[config.mk]
export PLATFORM = sky130hd
export DESIGN_NAME = ulsh_legacy_handoff
export DESIGN_NICKNAME = d
export VERILOG_FILES = /design/src/hw/ulsh_pkg.sv /design/src/hw/ulsh_smi_gate.sv /design/src/hw/ulsh_legacy_handoff.sv
export VERILOG_INCLUDE_DIRS = /design/src /design/src/hw
export SDC_FILE = /design/constraint.sdc
export NUM_CORES = 1
export LEC_CHECK = 0
export ABC_AREA = 1
export ABC_CLOCK_PERIOD_IN_PS = 1000
export BUFFER_PORTS_ARGS = -buffer_cell sky130_fd_sc_hd__buf_4
export CORE_UTILIZATION = 44
export DETAILED_ROUTE_END_ITERATION = 8
export GPL_ROUTABILITY_DRIVEN = 0
export MAX_ROUTING_LAYER = met4
export PLACE_DENSITY = 0.8
export SLEW_MARGIN = 40
export SYNTH_ARGS = -nofsm -noshare
export SYNTH_HDL_FRONTEND = slang
export SYNTH_SLANG_ARGS = --single-unit
export TNS_END_PERCENT = 100
[constraint.sdc]
create_clock -name sys_clk -period 1 [get_ports sys_clk]
set_input_delay 0.15 -clock sys_clk [delete_from_list [all_inputs] [get_ports sys_clk]]
set_output_delay 0.15 -clock sys_clk [all_outputs]
set_load 0.1 [all_outputs]
[src/hw/ulsh_map.svh]
// Offsets, field positions and reset values of the legacy-support registers
// Assumes byte offsets in configuration space, dword aligned
`ifndef ULSH_MAP_SVH
`define ULSH_MAP_SVH
`define ULSH_CAP_OFFSET 8'h68
`define ULSH_CS_OFFSET 8'h6c
`define ULSH_CAP_RESET 32'h00000001
`define ULSH_CS_RESET 32'h00000000
`define ULSH_CAP_ID 8'h01
`define ULSH_CAP_NEXT 8'h00
`define ULSH_OS_OWN_BIT 24
`define ULSH_FW_OWN_BIT 16
`define ULSH_BAR_FLAG_BIT 31
`define ULSH_CMD_FLAG_BIT 30
`define ULSH_OWN_FLAG_BIT 29
`define ULSH_MIRROR_LSB 16
`define ULSH_BAR_EN_BIT 15
`define ULSH_CMD_EN_BIT 14
`define ULSH_OWN_EN_BIT 13
`define ULSH_MIRROR_W 6
`endif

[src/hw/ulsh_pkg.sv]
// Types shared by the legacy-support register bank
// Assumes the map header for all numeric constants
package ulsh_pkg;
  typedef struct packed {
    logic wr;
    logic rd;
    logic [7:0] addr;
    logic [3:0] be;
    logic [31:0] wdata;
  } ulsh_cfg_req_t;
  typedef struct packed {
    logic [5:0] en;
    logic [5:0] flag;
  } ulsh_mirror_t;
endpackage : ulsh_pkg

[src/hw/ulsh_smi_gate.sv]
// Gates mirrored host status flags with their enables
// Assumes flags and enables already registered in the sys_clk domain
`timescale 1ns/10ps
module ulsh_smi_gate
  import ulsh_pkg::*;
(
  input wire ulsh_mirror_t mir,
  output logic any_hit
);
  logic [5:0] hit;
  genvar i;
  generate
    for (i = 0; i < 6; i++) begin : g_gate
      assign hit[i] = mir.en[i] & mir.flag[i];
    end
  endgenerate
  assign any_hit = |hit;
endmodule : ulsh_smi_gate

[src/hw/ulsh_legacy_handoff.sv]
// Legacy-support capability and control/status register pair with SMI output
// Assumes a config-space port synchronous to sys_clk; resetn is the suspend-well reset
// Function
// OS sets bit 24 to request controller ownership; resets to zero.
// Ownership granted only when OS bit reads one and firmware bit zero; os_owned follows bit 24 alone, even while bit 16 is set.
// Firmware sets bit 16 to claim, clears it on OS request.
// Capability bits 15:8 read constant next pointer zero.
// Capability bits 7:0 read constant identifier one.
// Reserved capability bits read zero and ignore writes.
// Capability register kept in resume well; core resets do not clear it.
// Control/status clears only on suspend reset, survives core resets.
// Base address register write sets flag bit 31.
// Command register write sets flag bit 30.
// Any change of OS ownership bit sets flag bit 29.
// Flags 31, 30, 29 clear only by writing one.
// Bit 21 mirrors host status async-advance flag.
// Bit 20 mirrors host status system error flag.
// Bit 19 mirrors host status frame list rollover flag.
// Bit 18 mirrors host status port change flag.
// Bit 17 mirrors host status transfer error flag.
// Bit 16 mirrors host status transfer complete flag.
// Mirror bits clear at their host status source; mirror writes ignored.
// SMI while enable 15 and base-address flag both set.
// SMI while enable 14 and command flag both set.
// SMI while enable 13 and ownership-change flag both set.
// Enables 5:0 gate mirrored flags 21:16 onto SMI.
// SMI is OR of all enabled flag pairs, held until cleared.
// Writing zero leaves flags; read-only and reserved bits ignore writes.
`timescale 1ns/10ps
`include "ulsh_map.svh"
module ulsh_legacy_handoff
  import ulsh_pkg::*;
(
  input wire logic sys_clk,
  input wire logic resetn,
  input wire ulsh_cfg_req_t cfg_req,
  input wire logic bar_write,
  input wire logic cmd_write,
  input wire logic [5:0] host_status_flags,
  output logic [31:0] cfg_rdata,
  output logic cfg_rvalid,
  output logic smi_out,
  output logic os_owned,
  output logic fw_owned
);

  ////////////////////////////////////////////////////////////////////////////
  // State
  localparam logic [31:0] cap_rst = `ULSH_CAP_RESET;
  localparam logic [31:0] cs_rst = `ULSH_CS_RESET;
  logic os_own_r;
  logic os_own_nxt;
  logic fw_own_r;
  logic fw_own_nxt;
  logic bar_flag_r;
  logic bar_flag_nxt;
  logic cmd_flag_r;
  logic cmd_flag_nxt;
  logic own_flag_r;
  logic own_flag_nxt;
  logic bar_en_r;
  logic bar_en_nxt;
  logic cmd_en_r;
  logic cmd_en_nxt;
  logic own_en_r;
  logic own_en_nxt;
  logic [5:0] mir_en_r;
  logic [5:0] mir_en_nxt;
  logic [5:0] mirror_r;
  logic [5:0] mirror_nxt;
  logic [31:0] rdata_r;
  logic [31:0] rdata_nxt;
  logic rvalid_r;
  logic rvalid_nxt;
  logic smi_r;
  logic smi_nxt;
  logic wr_cap;
  logic wr_cs;
  logic mir_hit;
  logic bar_clr;
  logic cmd_clr;
  logic own_clr;
  logic own_chg;
  logic bar_hit;
  logic cmd_hit;
  logic own_hit;
  wire [31:0] wmask;
  logic [31:0] wd;
  logic [31:0] cap_val;
  logic [31:0] cs_val;
  ulsh_mirror_t mir;

  ////////////////////////////////////////////////////////////////////////////
  // Decode
  genvar lane;
  generate
    for (lane = 0; lane < 4; lane++) begin : g_lane
      assign wmask[lane*8 +: 8] = {8{cfg_req.be[lane]}};
    end
  endgenerate
  assign wd = cfg_req.wdata & wmask;
  assign wr_cap = cfg_req.wr && (cfg_req.addr == `ULSH_CAP_OFFSET);
  assign wr_cs = cfg_req.wr && (cfg_req.addr == `ULSH_CS_OFFSET);

  always_comb begin
    cap_val = 32'h00000000;
    cap_val[`ULSH_OS_OWN_BIT] = os_own_r;
    cap_val[`ULSH_FW_OWN_BIT] = fw_own_r;
    cap_val[15:8] = `ULSH_CAP_NEXT;
    cap_val[7:0] = `ULSH_CAP_ID;
  end

  always_comb begin
    cs_val = 32'h00000000;
    cs_val[`ULSH_BAR_FLAG_BIT] = bar_flag_r;
    cs_val[`ULSH_CMD_FLAG_BIT] = cmd_flag_r;
    cs_val[`ULSH_OWN_FLAG_BIT] = own_flag_r;
    cs_val[21:16] = mirror_r; // see R13 see R14 see R15 see R16 see R17
    cs_val[`ULSH_BAR_EN_BIT] = bar_en_r;
    cs_val[`ULSH_CMD_EN_BIT] = cmd_en_r;
    cs_val[`ULSH_OWN_EN_BIT] = own_en_r;
    cs_val[5:0] = mir_en_r;
  end

  ////////////////////////////////////////////////////////////////////////////
  // Ownership semaphores, resume well
  always_comb begin
    os_own_nxt = os_own_r;
    fw_own_nxt = fw_own_r;
    if (wr_cap && cfg_req.be[3]) begin
      os_own_nxt = wd[`ULSH_OS_OWN_BIT];
    end
    if (wr_cap && cfg_req.be[2]) begin
      fw_own_nxt = wd[`ULSH_FW_OWN_BIT];
    end
  end

  always_ff @(posedge sys_clk or negedge resetn) begin
    if (!resetn) begin
      os_own_r <= cap_rst[`ULSH_OS_OWN_BIT];
      fw_own_r <= cap_rst[`ULSH_FW_OWN_BIT];
    end else begin
      os_own_r <= os_own_nxt;
      fw_own_r <= fw_own_nxt;
    end
  end

  ////////////////////////////////////////////////////////////////////////////
  // SMI enables in lanes 1 and 0
  always_comb begin
    bar_en_nxt = bar_en_r;
    cmd_en_nxt = cmd_en_r;
    own_en_nxt = own_en_r;
    mir_en_nxt = mir_en_r;
    if (wr_cs && cfg_req.be[1]) begin
      bar_en_nxt = wd[`ULSH_BAR_EN_BIT];
      cmd_en_nxt = wd[`ULSH_CMD_EN_BIT];
      own_en_nxt = wd[`ULSH_OWN_EN_BIT];
    end
    if (wr_cs && cfg_req.be[0]) begin
      mir_en_nxt = wd[5:0];
    end
  end

  always_ff @(posedge sys_clk or negedge resetn) begin
    if (!resetn) begin
      bar_en_r <= cs_rst[`ULSH_BAR_EN_BIT];
      cmd_en_r <= cs_rst[`ULSH_CMD_EN_BIT];
      own_en_r <= cs_rst[`ULSH_OWN_EN_BIT];
      mir_en_r <= cs_rst[5:0];
    end else begin
      bar_en_r <= bar_en_nxt;
      cmd_en_r <= cmd_en_nxt;
      own_en_r <= own_en_nxt;
      mir_en_r <= mir_en_nxt;
    end
  end

  ////////////////////////////////////////////////////////////////////////////
  // Base address write flag, set wins over clear
  always_comb begin
    bar_clr = wr_cs & wd[`ULSH_BAR_FLAG_BIT]; // see R12
    bar_flag_nxt = bar_flag_r & ~bar_clr;
    if (bar_write) begin
      bar_flag_nxt = 1'b1;
    end
  end

  always_ff @(posedge sys_clk or negedge resetn) begin
    if (!resetn) begin
      bar_flag_r <= cs_rst[`ULSH_BAR_FLAG_BIT];
    end else begin
      bar_flag_r <= bar_flag_nxt;
    end
  end

  ////////////////////////////////////////////////////////////////////////////
  // Command register write flag, set wins over clear
  always_comb begin
    cmd_clr = wr_cs & wd[`ULSH_CMD_FLAG_BIT]; // see R12
    cmd_flag_nxt = cmd_flag_r & ~cmd_clr;
    if (cmd_write) begin
      cmd_flag_nxt = 1'b1;
    end
  end

  always_ff @(posedge sys_clk or negedge resetn) begin
    if (!resetn) begin
      cmd_flag_r <= cs_rst[`ULSH_CMD_FLAG_BIT];
    end else begin
      cmd_flag_r <= cmd_flag_nxt;
    end
  end

  ////////////////////////////////////////////////////////////////////////////
  // Ownership change flag, either direction
  always_comb begin
    own_clr = wr_cs & wd[`ULSH_OWN_FLAG_BIT]; // see R12
    own_chg = os_own_nxt != os_own_r;
    own_flag_nxt = own_flag_r & ~own_clr;
    if (own_chg) begin
      own_flag_nxt = 1'b1;
    end
  end

  always_ff @(posedge sys_clk or negedge resetn) begin
    if (!resetn) begin
      own_flag_r <= cs_rst[`ULSH_OWN_FLAG_BIT];
    end else begin
      own_flag_r <= own_flag_nxt;
    end
  end

  ////////////////////////////////////////////////////////////////////////////
  // Host status mirror, read-only
  always_comb begin
    mirror_nxt = host_status_flags; // see R13 see R14 see R15 see R16 see R17 see R18
  end

  always_ff @(posedge sys_clk or negedge resetn) begin
    if (!resetn) begin
      mirror_r <= cs_rst[21:16];
    end else begin
      mirror_r <= mirror_nxt;
    end
  end

  ////////////////////////////////////////////////////////////////////////////
  // Read port, data and valid stand one cycle
  always_comb begin
    rvalid_nxt = cfg_req.rd;
    rdata_nxt = 32'h00000000;
    if (cfg_req.rd) begin
      case (cfg_req.addr)
        `ULSH_CAP_OFFSET: begin
          rdata_nxt = cap_val;
        end
        `ULSH_CS_OFFSET: begin
          rdata_nxt = cs_val;
        end
        default: begin
          rdata_nxt = 32'h00000000;
        end
      endcase
    end
  end

  always_ff @(posedge sys_clk or negedge resetn) begin
    if (!resetn) begin
      rdata_r <= 32'h00000000;
      rvalid_r <= 1'b0;
    end else begin
      rdata_r <= rdata_nxt;
      rvalid_r <= rvalid_nxt;
    end
  end

  ////////////////////////////////////////////////////////////////////////////
  // SMI output
  assign mir = '{en: mir_en_r, flag: mirror_r};

  ulsh_smi_gate u_gate (
    .mir(mir),
    .any_hit(mir_hit)
  );

  always_comb begin
    bar_hit = bar_en_r & bar_flag_r;
    cmd_hit = cmd_en_r & cmd_flag_r;
    own_hit = own_en_r & own_flag_r;
    smi_nxt = bar_hit | cmd_hit | own_hit | mir_hit; // see R23
  end

  always_ff @(posedge sys_clk or negedge resetn) begin
    if (!resetn) begin
      smi_r <= 1'b0;
    end else begin
      smi_r <= smi_nxt;
    end
  end

  assign cfg_rdata = rdata_r;
  assign cfg_rvalid = rvalid_r;
  assign smi_out = smi_r;
  assign os_owned = os_own_r;
  assign fw_owned = fw_own_r;

endmodule : ulsh_legacy_handoff

==> results of run 1 <==
-- logic make-up (layout without fill, tap and decap cells) --
| logic type | after synthesis | in the layout |
|---|---|---|
| simple gates | 59 | 60 |
| buf+inv | 43 | 111 |
| flops | 41 | 41 |
| compound gates | 21 | 21 |
| other cells | 1 | 13 |
-- placed cells by master (no fill, tap or decap) --
cell           netlist  layout
buf_6                0      15
a21oi_2              0       1
nand3b_1             1       1
nor2_4               2       4
conb_1               1      13
nor2_2               1       1
nor2_8               1       1
nand2_4              1       1
o21ai_2              4       4
buf_12               1       3
buf_8                0       6
dlygate4sd3_1        0       8
nand2_2              5       5
o22ai_1              3       3
a21oi_1              5       4
nor2_1              24      23
o21ai_1              0       1
nand4_1              3       3
inv_2                0       1
clkinv_4             0       1
buf_4               13      43
clkinv_2             0       1
nand3_1              4       4
dfrtp_1             41      18
clkbuf_8             0       6
o21ai_0              7       6
nand2_1             16      16
dfrtp_4              0       1
dfrtp_2              0      22
o21bai_1             2       2
inv_1               28      27
nand3_2              1       1
-- layer usage --
layer / global-route usage (%) / up-vias / wire length, um
met5: - / - / 0
met4: 5.97 / 0 / 23
met3: 6.25 / 3 / 183
met2: 33.4 / 44 / 1830
met1: 21.3 / 616 / 1280
li1: - / 640 / -
-- metrics by stage --
step | setup WS, ns | power, mW
final | -0.117 | 3.37
after floorplan | -0.0107 | 2.10
after global placement | -0.161 | 2.24
after CTS | -0.125 | 3.39
after detailed placement | -0.208 | 2.24
after global routing | -0.149 | 3.53
-- cell type report --
cell class              count  area [um2]  share of cell area (%)
clock inverters             2        13.8                   0.542
clock buffers               6        82.6                    3.25
well taps                  48        60.1                    2.37
inverters                  28         105                    4.14
flip-flops and latches     41        1060                    41.6
multi-input cells          94         498                    19.6
repair buffers             75         722                    28.4
-- flip-flops by register name (all words and copies together), names as in the netlist --
signal and flops:
cmd_flag_r 1, smi_out 1, own_flag_r 1, fw_owned 1, cfg_rvalid 1, cfg_rdata 19
os_owned 1, bar_en_r 1, own_en_r 1, mir_en_r 6, cmd_en_r 1, mirror_r 6
bar_flag_r 1
-- timing repair --
action | in CTS | in global routing
buffers inserted | 0 | 0
hold buffers | 8 | 0
pin swaps | 0 | 1
setup endpoints to repair | 23 | 28
gates cloned | 0 | 1
endpoints found under the hold margin | 48 | 0
gates resized for setup | 29 | 10
-- where the power goes --
| part | internal [mW] | leakage [nW] | total [mW] | switching [mW] |
|---|---|---|---|---|
| Sequential | 1.69 | 0.453 | 1.71 | 0.0179 |
| Combinational | 0.165 | 0.820 | 0.544 | 0.380 |
| Clock | 0.559 | 0.0512 | 1.12 | 0.557 |
-- path summary, 6_finish.rpt --
kind                                          from                      end  slack [ns]  cells past startpoint
max                             os_owned$_DFF_PN0_                 os_owned       -0.12                      1
min in group asynchronous                   resetn   cfg_rdata[3]$_DFF_PN0_        0.36                      2
max in group asynchronous                   resetn       os_owned$_DFF_PN0_        0.25                      2
min reg2reg                  mirror_r[5]$_DFF_PN0_  cfg_rdata[21]$_DFF_PN0_        0.50                      2
min                                      cmd_write     cmd_flag_r$_DFF_PN0_        0.05                      2
max reg2reg                mir_en_r[4]$_DFFE_PN0P_        smi_out$_DFF_PN0_        0.09                      4
==> out/results.ini, run 1 <==
[setup_path]
crit_slowest_cell=dfrtp_4
cp_cell_sequence=buf_12
end_kind=primary output
path_max_fanout=3
cp.arrival_ns=0.97
cp_slowest_stage_delay_ns=0.50
worstSetupPathType=reg2out
path_buf_inv=1
cp_top_family=flip-flops
cp-start-kind=register
cp_data_required_time_ns=0.85

[final_layout]
design_area_um2=2540
syn2layout_area_growth_pct=50.7
finalNetCount=301
n_antenna_cell=0
fillCellCount=297
final_cell_count_no_fill=294
drive_above_1_share_pct=47.6
final_util_pct=69.3

[timing]
fin_crit_sh_pct=112
final_hold_viol_count=0
finalSetupViolCount=23
fin_skew_ns=0.00203
setup_ws_ns=-0.117
hold_slack_ns=0.0524
period_minus_slack_ns=1.12
fmax_mhz=895
setup_tns_ns=-0.622
grt_setup_unrepaired=yes
slew_violations=0

[routing]
wl_mm=3.33
firstDrtPassIters=4
num_vias=1303
drc=0
first_iter_violations=101
vias_per_cell=4.43
ant_nets=0
wire_per_inst_um=11.3

[yosys]
synth_compound_area_share_pct=7.65
syn_inst=165
synthSimpleGateAreaFrac_pct=17.7
synth_mux_area_share_pct=0
yosysSeqAreaShare_pct=60.9
synth.top_cell.area_share_pct=60.9
synth_ff_type=dfrtp_1
async_flop_share_pct=100
ys_ff_latch=41
synth_edf_count=0
yosysTopAreaCell=dfrtp_1
syn_area_um2=1680
avgSynthCellArea_um2=10.2
synth-adder-area-share_pct=0
synth_top_family_by_area=simple AND/OR/NAND/NOR gates
yosysMostFrequentCell=dfrtp_1
ys_warn_count=0
synthTopCellsByArea=dfrtp_1 (61%), inv_1 (6.2%), buf_4 (5.8%), nor2_1 (5.3%), nand2_1 (3.6%)
synth_xor_area_share_pct=0
synth_commonest_cells=dfrtp_1 (41), inv_1 (28), nor2_1 (24), nand2_1 (16), buf_4 (13)
ys_types=22

[floorplanning]
fp.dieH_um=63.9
start_util_pct=46.0
fp-row-count=22
die_area_um2=4080
die_w_um=63.9
core_um2=3660
io_pins=92

[pwr]
ir_worst_vdd_mv=0.859
power_density_nw_per_um2=1330
leakage_nw=1.32

[cts]
cts-htree-levels=2
path_clk_slew_ns=0.08
cts_tree=built
clk_path_buf_depth=2
clk-insertion-delay-late_ns=0.29
cts_root_buf=clkbuf_8
cts_sinks=41
cts_made_buffers=5

[worst_hold_path]
hp-class=in2reg

[global_routing]
grt_max_degree=42
grt.overflow.total=0
first_global_vias=1282
grt_usage_pct=19.4
antenna_found_initial=0
grt_pass1_wl_mm=5.66

[placed_design]
portBuffers=60
dpl.hpwl_mm=2.38
place_area_um2=2210
placedCellCount=277

[job]
cap_violations=0

[status]
violations=setup timing
status=finished, violations left

No activity file was read; power rests on OpenSTA's default activity.
==> inputs of run 2 (changes only) <==
--- a/config.mk
+++ b/config.mk
@@ -9,6 +9,7 @@
 export ABC_AREA = 1
 export ABC_CLOCK_PERIOD_IN_PS = 1000
 export BUFFER_PORTS_ARGS = -buffer_cell sky130_fd_sc_hd__buf_4
+export CORE_ASPECT_RATIO = 0.6
 export CORE_UTILIZATION = 44
 export DETAILED_ROUTE_END_ITERATION = 8
 export GPL_ROUTABILITY_DRIVEN = 0
==> run 2 against run 1 <==
  * The flow still finishes with violations (setup timing)
  * Combinational power up 2%
  * Total power up 8.4%
  * Critical path depth unchanged
  * Clock power up 24%
  * Clock-buffer cell count unchanged
  * Final cell count down 0.34%
  * Via count up 0.54%
  * Global-route usage up 0.55 points
  * Final area up 4.1%
  * Register-to-register slack about the same
  * Hold slack worse by 0.0014 ns
  * Setup slack better by 0.011 ns
  * Critical path type unchanged
==> out/results.ini, run 2 (synthesis results as in run 1) <==
[worst_hold_path]
hp-class=in2reg
hold_start=bar_write
min_path_cells=2
whs_endpoint=bar_flag_r$_DFF_PN0_

[timing]
fmax_mhz=904
setup_ws_ns=-0.107
grt_setup_unrepaired=yes
hold_slack_ns=0.0511
setup_tns_ns=-0.848
period_minus_slack_ns=1.11
slew_violations=0
finalSetupViolCount=23
final_hold_viol_count=0
fin_crit_sh_pct=111
fin_skew_ns=0.00658

[floorplanning]
fp-row-count=16
die_w_um=81.9
start_util_pct=48.9
io_pins=92
die_area_um2=4090
core_um2=3440
fp.dieH_um=49.9

[setup_path]
cp.arrival_ns=0.96
cp_cell_sequence=buf_12
cp_slowest_stage_delay_ns=0.49
critPathLaunch=os_owned$_DFF_PN0_
cp-start-kind=register
cp_data_required_time_ns=0.85
cp_top_family=flip-flops
regToRegStartpoint=os_owned$_DFF_PN0_
reg2reg_depth=4
r2r_end=own_flag_r$_DFF_PN0_
reg2reg_slack_ns=0.08
crit_slowest_cell=dfrtp_4
path_buf_inv=1
worstSetupPathType=reg2out
end_kind=primary output
path_max_fanout=2

[global_routing]
grt_pass1_wl_mm=5.49
antenna_found_initial=0
grt_usage_pct=20.0
grt_max_degree=42
first_global_vias=1210
grt.overflow.total=0

[routing]
first_iter_violations=55
vias_per_cell=4.47
wire_per_inst_um=12.2
wl_mm=3.57
drc=0
firstDrtPassIters=4
num_vias=1310
ant_nets=0

[placed_design]
placedCellCount=275
portBuffers=60
place_ws_ns=-0.206
dpl.hpwl_mm=2.41

[final_layout]
final_common_cell=buf_4
drive_above_1_share_pct=48.0
syn2layout_area_growth_pct=56.9
final_cell_count_no_fill=293
n_antenna_cell=0
largest_register_ffs=19
finalNetCount=303
fillCellCount=237
final_util_pct=76.7
layout_common_cells=buf_4 (45), inv_1 (27), nor2_1 (23)

[cts]
cts-htree-levels=2
cts_made_buffers=5
cts_root_buf=clkbuf_8
clk_path_buf_depth=2
cts_sinks=41
path_clk_slew_ns=0.08
clk-insertion-delay-late_ns=0.30
cts_tree=built

[job]
cap_violations=0

[pwr]
power_density_nw_per_um2=1380
leakage_nw=1.36
ir_worst_vdd_mv=0.822

[status]
violations=setup timing
status=finished, violations left

run 2: cell count changes in the layout (fill, tap and decap cells not counted), sizes merged:
cell,before,now
clkinvlp,0,1
bufinv,0,1
clkinv,2,0
buf,67,69
run 2: how the worst max path moves through the flow:
| stage | to | slack, ns | depth (start not counted) |
|---|---|---|---|
| after floorplan | mir_en_r[2]$_DFFE_PN0P_ | -0.01 | 7 |
| after global placement | mir_en_r[2]$_DFFE_PN0P_ | -0.18 | 7 |
| after detailed placement | mir_en_r[2]$_DFFE_PN0P_ | -0.21 | 7 |
| after CTS | os_owned | -0.12 | 1 |
| after global routing | os_owned | -0.14 | 1 |
| final | os_owned | -0.11 | 1 |
run 2: area by class of cell:
type                            instances  area [um2]  share of cell area (%)
Tap cell                               45        56.3                    2.13
Clock inverter                          2        37.5                    1.42
Sequential cell                        41        1060                    40.0
Multi-Input combinational cell         94         498                    18.8
Clock buffer                            6        82.6                    3.13
Inverter                               28         105                    3.98
Timing Repair Buffer                   77         806                    30.5
run 2: metrics by stage:
stage,instance area (um2),power (mW)
2_1_floorplan,1770,2.10
3_3_place_gp,2220,2.25
3_5_place_dp,2220,2.25
4_1_cts,2540,3.67
5_1_grt,2640,3.80
6_report,2640,3.65
run 2: routing by layer:
layer	wire length, um	vias to the layer above	GRT usage [%]	part of all wire, %
met5	0	-	-	0
met4	53	0	6.14	1.5
met3	219	7	8.52	6.1
met2	1710	53	28.7	48
met1	1590	612	25.5	44
li1	-	638	-	-
run 2: repair_timing:
item / CTS / global route
buffers inserted: 1 / 0
pin swaps: 0 / 1
hold endpoints to repair: 48 / 0
setup endpoints to repair: 23 / 28
hold buffers: 8 / 0
cloned: 0 / 1
gates resized for setup: 29 / 23
run 2: report_power, final:
| part | switching (mW) | internal (mW) | leakage (nW) |
|---|---|---|---|
| registers | 0.0166 | 1.69 | 0.453 |
| clock network | 0.576 | 0.811 | 0.0574 |
| logic | 0.385 | 0.172 | 0.846 |
| total | 0.977 | 2.68 | 1.36 |
